### src/logic/rcr_pkg.sv
/*
 * Shared constants, types and the voltage-code decode for the four
 * regulator control registers (regulators six to nine).
 * Assumes a single system clock and one register access port fed by the
 * serial control interface's protocol engine.
 */
`default_nettype none

package rcr_pkg;

    // Number of regulators served by this bank.
    localparam int RCR_NUM_RAILS = 4;

    // Register addresses on the serial control interface.
    localparam logic [7:0] RCR_ADDR_REG6 = 8'h1d;
    localparam logic [7:0] RCR_ADDR_REG7 = 8'h1e;
    localparam logic [7:0] RCR_ADDR_REG8 = 8'h1f;
    localparam logic [7:0] RCR_ADDR_REG9 = 8'h20;

    // Field positions inside each 8-bit control register.
    localparam int RCR_BIT_ENABLE = 7;
    localparam int RCR_BIT_LOW_POWER = 6;
    localparam int RCR_VSEL_MSB = 5;
    localparam int RCR_VSEL_LSB = 0;

    // Reset values held while reset is asserted, and the power-save value written when the defaults load.
    localparam logic [7:0] RCR_CTRL_CLEAR = 8'h00;
    localparam logic RCR_LOW_POWER_DEFAULT = 1'b0;
    localparam logic [7:0] RCR_RD_IDLE = 8'h00;

    // Voltage-code decode, in millivolts.
    localparam logic [11:0] RCR_MV_LOW_BASE = 12'h320;
    localparam logic [11:0] RCR_MV_LOW_STEP = 12'h019;
    localparam logic [11:0] RCR_MV_HIGH_BASE = 12'h640;
    localparam logic [11:0] RCR_MV_HIGH_STEP = 12'h032;
    localparam logic [5:0] RCR_CODE_TOP_START = 6'h3d;
    localparam logic [11:0] RCR_MV_TOP_BASE = 12'hc1c;
    localparam logic [11:0] RCR_MV_TOP_STEP = 12'h064;

    // Default of one regulator as programmed in one-time memory.
    typedef struct packed {
        logic enable;
        logic sequenced;
        logic [5:0] vsel;
    } rcr_otp_t;

    // Control state presented to one analog regulator.
    typedef struct packed {
        logic on;
        logic low_power;
        logic [5:0] vsel;
        logic [11:0] mv;
    } rcr_rail_t;

    // Bank state: load defaults once after reset, then serve the host.
    typedef enum logic [1:0] {
        RCR_ST_LOAD = 2'b01,
        RCR_ST_RUN = 2'b10
    } rcr_state_t;

    // Translates a six-bit voltage code into the output voltage in millivolts.
    function automatic logic [11:0] rcr_vsel_to_mv(input logic [5:0] code);
        logic [11:0] span;
        span = {7'h00, code[4:0]};
        if (!code[5]) begin
            rcr_vsel_to_mv = RCR_MV_LOW_BASE + span * RCR_MV_LOW_STEP;
        end else if (code < RCR_CODE_TOP_START) begin
            rcr_vsel_to_mv = RCR_MV_HIGH_BASE + span * RCR_MV_HIGH_STEP;
        end else begin
            rcr_vsel_to_mv = RCR_MV_TOP_BASE + {6'h00, code - RCR_CODE_TOP_START} * RCR_MV_TOP_STEP;
        end
    endfunction

endpackage

`default_nettype wire

### src/logic/rcr_reg_slot.sv
/*
 * One regulator control register with its power-up sequencing flag.
 * Assumes the load strobe arrives once after power-on reset and that the
 * sequencer's step pulse is synchronous to clk_sys.
 */
`timescale 1ns/1ps
`default_nettype none

module rcr_reg_slot
    import rcr_pkg::*;
(
    input wire logic clk_sys,
    input wire logic reset_n,
    input wire logic load,
    input wire rcr_otp_t otp,
    input wire logic wr_en,
    input wire logic [7:0] wr_data,
    input wire logic seq_step,
    output logic [7:0] ctrl_r,
    output logic pending_r
);

    // Register content: defaults at load, host data on write.
    always_ff @(posedge clk_sys or negedge reset_n) begin
        if (!reset_n) begin
            ctrl_r <= RCR_CTRL_CLEAR;
        end else if (load) begin
            ctrl_r[RCR_BIT_ENABLE] <= otp.enable | otp.sequenced;
            ctrl_r[RCR_BIT_LOW_POWER] <= RCR_LOW_POWER_DEFAULT;
            ctrl_r[RCR_VSEL_MSB:RCR_VSEL_LSB] <= otp.vsel;
        end else if (wr_en) begin
            ctrl_r <= wr_data;
        end
    end

    // A sequenced enable waits for its sequencer step; a host write takes over.
    always_ff @(posedge clk_sys or negedge reset_n) begin
        if (!reset_n) begin
            pending_r <= 1'b0;
        end else if (load) begin
            pending_r <= otp.sequenced;
        end else if (seq_step || wr_en) begin
            pending_r <= 1'b0;
        end
    end

endmodule // rcr_reg_slot

`default_nettype wire

### src/logic/rcr_top.sv
/*
 * Control register bank for linear regulators six to nine: enable,
 * power-save select and voltage code per regulator, with defaults loaded
 * from one-time memory after power-on reset.
 * Each register holds an enable bit, a power-save bit and a six-bit voltage
 * code; the bank drives one control word per regulator to the analog side.
 * Register port timing: a strobe taken at a rising edge is answered by a
 * one-cycle valid or acknowledge pulse at the next edge, and written values
 * reach the regulator outputs one edge after that.
 * Strobes in the single load cycle after reset are dropped, so the host must
 * wait one cycle after reset release before its first access.
 * A read and a write to the same register in one cycle return the old value,
 * since the read multiplexer sits in front of the slot registers.
 * Unmapped reads return zero with a valid pulse but no acknowledge.
 * The decoded millivolt value on each rail output is for the analog trim
 * and for observation; the voltage code itself is passed through unchanged.
 * Assumes a protocol engine on clk_sys that presents byte reads and writes
 * on the register port, a sequencer on clk_sys that pulses one step line per
 * regulator, and one-time memory outputs that are stable after reset.
 */
`timescale 1ns/1ps
`default_nettype none

// Operation
// - Bit 7 turns the regulator on when 1, keeps it off when 0.
// - A sequenced enable default turns the regulator on at its power-up step.
// - Bit 6 selects power save mode when 1, normal mode when 0.
// - Bits 5 to 0 hold the six-bit output voltage code.
// - Power-on reset reloads one-time defaults; power save defaults to 0.
// - Codes decode to 0.8 to 1.575 V, 1.6 to 3.0 V, then 3.1-3.3 V.
module rcr_top
    import rcr_pkg::*;
(
    input wire logic clk_sys,
    input wire logic reset_n,
    input wire rcr_otp_t [RCR_NUM_RAILS-1:0] otp_default,
    input wire logic [RCR_NUM_RAILS-1:0] seq_step,
    input wire logic [7:0] reg_addr,
    input wire logic reg_wr_en,
    input wire logic [7:0] reg_wr_data,
    input wire logic reg_rd_en,
    output logic [7:0] reg_rd_data_r,
    output logic reg_rd_valid_r,
    output logic reg_ack_r,
    output rcr_rail_t [RCR_NUM_RAILS-1:0] rail_r,
    output logic defaults_loaded_r
);

    rcr_state_t state_r;
    rcr_state_t state_nxt;
    logic load;
    logic running;
    logic [RCR_NUM_RAILS-1:0] addr_hit;
    logic any_hit;
    logic [7:0] rd_mux;
    logic [7:0] ctrl [RCR_NUM_RAILS];
    logic [RCR_NUM_RAILS-1:0] pending;
    logic [7:0] rail_addr [RCR_NUM_RAILS];
    logic [RCR_NUM_RAILS-1:0] slot_wr;
    logic [RCR_NUM_RAILS-1:0] slot_step;
    logic rd_take;
    logic acc_take;

    // Address of each regulator's control register, in bank order.
    assign rail_addr[0] = RCR_ADDR_REG6;
    assign rail_addr[1] = RCR_ADDR_REG7;
    assign rail_addr[2] = RCR_ADDR_REG8;
    assign rail_addr[3] = RCR_ADDR_REG9;

    // Next state: one load cycle after reset release, then serve forever.
    always_comb begin
        state_nxt = state_r;
        unique case (state_r)
            RCR_ST_LOAD: begin
                state_nxt = RCR_ST_RUN;
            end
            RCR_ST_RUN: begin
                state_nxt = RCR_ST_RUN;
            end
            default: begin
                state_nxt = RCR_ST_LOAD;
            end
        endcase
    end

    // State register; power-on reset always restarts the default load.
    always_ff @(posedge clk_sys or negedge reset_n) begin
        if (!reset_n) begin
            state_r <= RCR_ST_LOAD;
        end else begin
            state_r <= state_nxt;
        end
    end

    // Defaults are sampled by a clocked load, never through the async reset.
    assign load = (state_r == RCR_ST_LOAD);
    assign running = (state_r == RCR_ST_RUN);

    // Address decode over the four control registers.
    always_comb begin
        addr_hit = '0;
        for (int i = 0; i < RCR_NUM_RAILS; i++) begin
            addr_hit[i] = (reg_addr == rail_addr[i]);
        end
    end

    // Access qualifiers; nothing is taken before the defaults are in place.
    assign any_hit = |addr_hit;
    assign rd_take = reg_rd_en && running;
    assign acc_take = running && any_hit && (reg_wr_en || reg_rd_en);

    // Per-slot write and sequencer strobes, gated off in the load cycle.
    always_comb begin
        slot_wr = '0;
        slot_step = '0;
        for (int i = 0; i < RCR_NUM_RAILS; i++) begin
            slot_wr[i] = running && reg_wr_en && addr_hit[i];
            slot_step[i] = running && seq_step[i];
        end
    end

    // Read data selection; addresses outside this bank read as zero.
    always_comb begin
        rd_mux = RCR_RD_IDLE;
        for (int i = 0; i < RCR_NUM_RAILS; i++) begin
            if (addr_hit[i]) begin
                rd_mux = ctrl[i];
            end
        end
    end

    // One register slot per regulator.
    for (genvar g = 0; g < RCR_NUM_RAILS; g++) begin : g_slot
        rcr_reg_slot u_slot (
            .clk_sys(clk_sys),
            .reset_n(reset_n),
            .load(load),
            .otp(otp_default[g]),
            .wr_en(slot_wr[g]),
            .wr_data(reg_wr_data),
            .seq_step(slot_step[g]),
            .ctrl_r(ctrl[g]),
            .pending_r(pending[g])
        );
    end

    // Registered read answer, one cycle after the strobe.
    always_ff @(posedge clk_sys or negedge reset_n) begin
        if (!reset_n) begin
            reg_rd_data_r <= RCR_RD_IDLE;
        end else if (rd_take) begin
            reg_rd_data_r <= rd_mux;
        end
    end

    // Read valid pulse; strobes during the load cycle are not answered.
    always_ff @(posedge clk_sys or negedge reset_n) begin
        if (!reset_n) begin
            reg_rd_valid_r <= 1'b0;
        end else begin
            reg_rd_valid_r <= rd_take;
        end
    end

    // Acknowledge pulse for any access that landed on a bank register.
    always_ff @(posedge clk_sys or negedge reset_n) begin
        if (!reset_n) begin
            reg_ack_r <= 1'b0;
        end else begin
            reg_ack_r <= acc_take;
        end
    end

    // Marks that the one-time defaults are in place.
    always_ff @(posedge clk_sys or negedge reset_n) begin
        if (!reset_n) begin
            defaults_loaded_r <= 1'b0;
        end else if (load) begin
            defaults_loaded_r <= 1'b1;
        end
    end

    // Regulator controls, one flop group per regulator and per field.
    for (genvar g = 0; g < RCR_NUM_RAILS; g++) begin : g_rail
        // Switch; a sequenced enable holds the regulator off until its step.
        always_ff @(posedge clk_sys or negedge reset_n) begin
            if (!reset_n) begin
                rail_r[g].on <= '0;
            end else begin
                rail_r[g].on <= ctrl[g][RCR_BIT_ENABLE] & ~pending[g];
            end
        end

        // Operating mode: power save while the mode bit is set.
        always_ff @(posedge clk_sys or negedge reset_n) begin
            if (!reset_n) begin
                rail_r[g].low_power <= '0;
            end else begin
                rail_r[g].low_power <= ctrl[g][RCR_BIT_LOW_POWER];
            end
        end

        // Six-bit voltage code, passed through to the analog side.
        always_ff @(posedge clk_sys or negedge reset_n) begin
            if (!reset_n) begin
                rail_r[g].vsel <= '0;
            end else begin
                rail_r[g].vsel <= ctrl[g][RCR_VSEL_MSB:RCR_VSEL_LSB];
            end
        end

        // Decoded output voltage in millivolts.
        always_ff @(posedge clk_sys or negedge reset_n) begin
            if (!reset_n) begin
                rail_r[g].mv <= '0;
            end else begin
                rail_r[g].mv <= rcr_vsel_to_mv(ctrl[g][RCR_VSEL_MSB:RCR_VSEL_LSB]);
            end
        end
    end

endmodule // rcr_top

`default_nettype wire

### config.mk
export PLATFORM = sky130hd
export DESIGN_NAME = rcr_top
export DESIGN_NICKNAME = d
export VERILOG_FILES = /design/src/logic/rcr_pkg.sv /design/src/logic/rcr_reg_slot.sv /design/src/logic/rcr_top.sv
export SDC_FILE = /design/constraint.sdc
export NUM_CORES = 1
export LEC_CHECK = 0
export BUFFER_PORTS_ARGS = -buffer_cell sky130_fd_sc_hd__buf_2
export CAP_MARGIN = 5
export CORE_MARGIN = 4
export CORE_UTILIZATION = 25
export DETAILED_ROUTE_END_ITERATION = 8
export GPL_TIMING_DRIVEN = 0
export SLEW_MARGIN = 15
export SYNTH_ARGS = -nofsm -noshare
export SYNTH_HDL_FRONTEND = slang
export SYNTH_SLANG_ARGS = --single-unit
### constraint.sdc
create_clock -name clk_sys -period 5.67 [get_ports clk_sys]
set_clock_uncertainty 0.05 [all_clocks]
set_input_delay 0.2835 -clock clk_sys [delete_from_list [all_inputs] [get_ports clk_sys]]
set_output_delay 0.2835 -clock clk_sys [all_outputs]
set_load 0.005 [all_outputs]
==> impl_metrics.csv <==
group,metric,value,unit
flow_run,maxCapViolations,0,
sta,max_slew_margin,0.476,
yosys,synthCells,1160,
final_layout,seq_area,3230,um2
final_layout,fin_cells,1930,
placement,routabilityCongestion,0.847,
die,start_util,0.254,
yosys,synth_seq_area_share,0.294,
global_route,grt_start_max_net_pins,66,
sta,layout_setup_ws,0.893,ns
yosys,netlist_area,11000,um2
placement,io_buffers,146,
yosys,synth_edf_count,0,
power,combPwrFrac,0.518,
sta,worstMarginPinSlew,0.783,ns
die,die_h,218,um
power,p_int,2.98,mW
sta,fin_crit,4.78,ns
yosys,yosys-top-cells-count,"216 x ha_1, 128 x dfrtp_1, 107 x nand2_1",
final_layout,n_fill_cell,4539,
detailed_routing,via_per_inst,4.59,
die,core_area,43300,um2
sta,rsz0062_at_grt,"no",
placement,preCtsSetupSlack,0.845,ns
power,total_power,4.91,mW
yosys,synth_compound_area_frac,0.133,
global_route,antenna_found_initial,2,
clocking,cts.sinks,129,
sta,fin_setup_tns,0,ns
yosys,yosys_warnings,0,
die,die_area,47400,um2
detailed_routing,ant_nets,0,
yosys,synthMuxAreaShare,0.0548,
global_route,grt_pass1_vias,9099,
min_path,hold_depth,2,
sta,hold_ws,0.0332,ns
detailed_routing,wl,31.8,mm
clocking,cts_tree,"yes",
critical_path,rr_startpoint,"g_slot[0].u_slot.ctrl_r[0]",
placement,dp.cells,1892,
detailed_routing,wl_per_cell,16.5,um
sta,setup_violations,0,
detailed_routing,vias,8866,
power,leakagePower,6.53,nW
clocking,post_cts_resized,0,
power,ir_worst_vdd,0.000210,V
critical_path,worst-setup-path-type,"register to register",
yosys,synthXorXnorAreaFrac,0.0822,
global_route,grt_pass1_wl,50.1,mm
die,rows,76,
clocking,cts.clk_slew.worst_paths,0.06,ns
yosys,avgSynthCellArea,9.48,um2
yosys,synth_cell_types,64,
critical_path,reg2reg_to,"rail_r[11]",
detailed_routing,drt_iter0_drc,509,
power,swShare,0.393,
die,ios,147,
yosys,yosys-top-cells-area,"dfrtp_1 29%, ha_1 25%, xnor2_1 4.8%",
critical_path,worstRegToRegCells,14,
yosys,ys_seq_elements,129,
yosys,yosys.area_share.simple,0.126,
sta,drv_slew,0,
clocking,clk_latency,0.44,ns
final_layout,n_antenna_cell,0,
yosys,synthAdderAreaFrac,0.268,
power,clkPwrFrac,0.244,
global_route,grt_overflow,0,
power,switchingPower,1.93,mW
min_path,worstHoldEndpoint,"g_slot[3].u_slot.pending_r",
power,pwr-share-seq,0.238,
power,power_density,373,nW/um2
final_layout,finish.net_count,1616,
sta,post-route-period-util,0.843,
yosys,synth_nets,1444,
clocking,cts_max_level,4,
yosys,ys.flop_type,"dfrtp_1",
placement,hpwl,25.4,mm
yosys,yosysTopAreaCell,"dfrtp_1",
final_layout,multi_input_area,7300,um2
yosys,synth_top_family_by_area,"adder cells",
critical_path,cp-end-kind,"register",
critical_path,arrival,5.07,ns
sta,hold_viol_final,0,
sta,fmax,0.209,GHz
yosys,post-synth-top-count-cell,"ha_1",
critical_path,r2r_slack,0.89,ns
clocking,root_buffer,"clkbuf_16",
clocking,clockBufferDepth,2,
outcome,outcome,"complete, no violations",
final_layout,area_growth,19.8,%
critical_path,crit_path_start_kind,"register",
min_path,holdCritPathClass,"input port to register",
die,die_w,218,um
detailed_routing,drc,0,
critical_path,required,5.97,ns
yosys,synth_top_area_frac,0.291,
clocking,cts_buffers,17,
critical_path,crit_path_max_fanout,9,
global_route,grt_usage,0.136,
final_layout,drive_gt1_frac,0.159,
detailed_routing,firstDrtPassIters,5,
min_path,hold_start,"otp_default[30]",
yosys,ys_async_sr_fraction,1.00,
[layout make-up]
cell class / count / area share
inverter: 82 / 0.0234
clock inverter: 13 / 0.0141
clock buffer: 19 / 0.0329
multi-input combinational: 910 / 0.554
buffer: 39 / 0.0117
timing repair buffer: 153 / 0.0629
sequential: 129 / 0.245
tap: 585 / 0.0556
[flip-flops by register name (all words and copies together) (netlist names)]
signal                   cells
state_r                      2
defaults_loaded_r            1
rail_r                      80
reg_ack_r                    1
reg_rd_valid_r               1
reg_rd_data_r                8
g_slot.u_slot.ctrl_r        32
g_slot.u_slot.pending_r      4
[worst max-delay path by stage]
stage,to,start,slack (ns)
after CTS,rail_r[11],g_slot[0].u_slot.ctrl_r[0],0.81
after global routing,rail_r[11],g_slot[0].u_slot.ctrl_r[0],0.45
final,rail_r[11],g_slot[0].u_slot.ctrl_r[0],0.89
after detailed placement,rail_r[11],g_slot[0].u_slot.ctrl_r[0],0.85
after global placement,rail_r[11],g_slot[0].u_slot.ctrl_r[0],0.93
after floorplan,rail_r[11],g_slot[0].u_slot.ctrl_r[0],1.61
[placed cells by master, fill, tap and decap left out, types with 12 or more instances in the layout]
cell type / netlist / routed
nor2b_1: 17 / 17
buf_2: 6 / 151
nand2_1: 107 / 107
a21oi_1: 56 / 56
o21ai_0: 59 / 59
clkbuf_1: 32 / 34
ha_1: 216 / 216
inv_1: 82 / 82
a211oi_1: 16 / 16
mux2_2: 17 / 17
xor2_1: 31 / 31
nor2_1: 89 / 89
a21o_1: 21 / 21
nand2b_1: 13 / 13
nand3_1: 23 / 23
xnor2_1: 60 / 60
clkbuf_16: 0 / 17
a31oi_1: 15 / 15
mux2i_1: 41 / 41
fa_1: 12 / 12
dfrtp_1: 128 / 128
[through the flow]
| stage | cell area, um2 | util |
|---|---|---|
| floorplan | 11000 | - |
| global placement | 12500 | 0.288 |
| detailed placement | 12500 | 0.289 |
| CTS | 13200 | 0.304 |
| global route | 13200 | 0.304 |
| finish | 13200 | 0.304 |
[layer usage]
layer / part of all wire / up-vias / wire length [um] / GRT usage
met5: 0.00085 / - / 27 / 0
met1: 0.47 / 4251 / 15000 / 0.182
li1: - / 4403 / - / -
met3: 0.048 / 30 / 1520 / 0.0274
met2: 0.46 / 178 / 14700 / 0.221
met4: 0.018 / 4 / 559 / 0.0403
[logic make-up after synthesis]
kind of cell	Yosys count
AOI/OAI and AO/OA	228
DFF	129
and+or+nand+nor	300
adders and majority gates	228
buffers and inverters	121
muxes	58
xor gates and xnor gates	96
[repair_timing]
item | 4_1_cts | 5_1_grt
hold endpoints to repair | 68 | 0
setup buffers | 0 | 0
hold buffers | 6 | 0
[power groups by stage]
stage                     combinational (mW)  clock (mW)  sequential [mW]
after floorplan                         1.86           0             1.17
after global placement                  2.48           0             1.19
after detailed placement                2.54           0             1.18
after CTS                               2.57        1.23             1.17
after global routing                    2.89        1.27             1.19
final                                   2.54        1.20             1.17
[worst max-delay path: stages, from the launching register on]
cell and delay, ns:
dfrtp_1 0.49, clkbuf_1 0.42, inv_1 0.16, ha_1 0.29, xor2_1 0.49, inv_1 0.15
ha_1 0.30, ha_1 0.30, ha_1 0.34, fa_1 0.47, xnor2_1 0.20, a2111oi_2 0.46
a32oi_1 0.17, xnor3_1 0.19, a21oi_1 0.20
(Power assumes the default switching activity.)
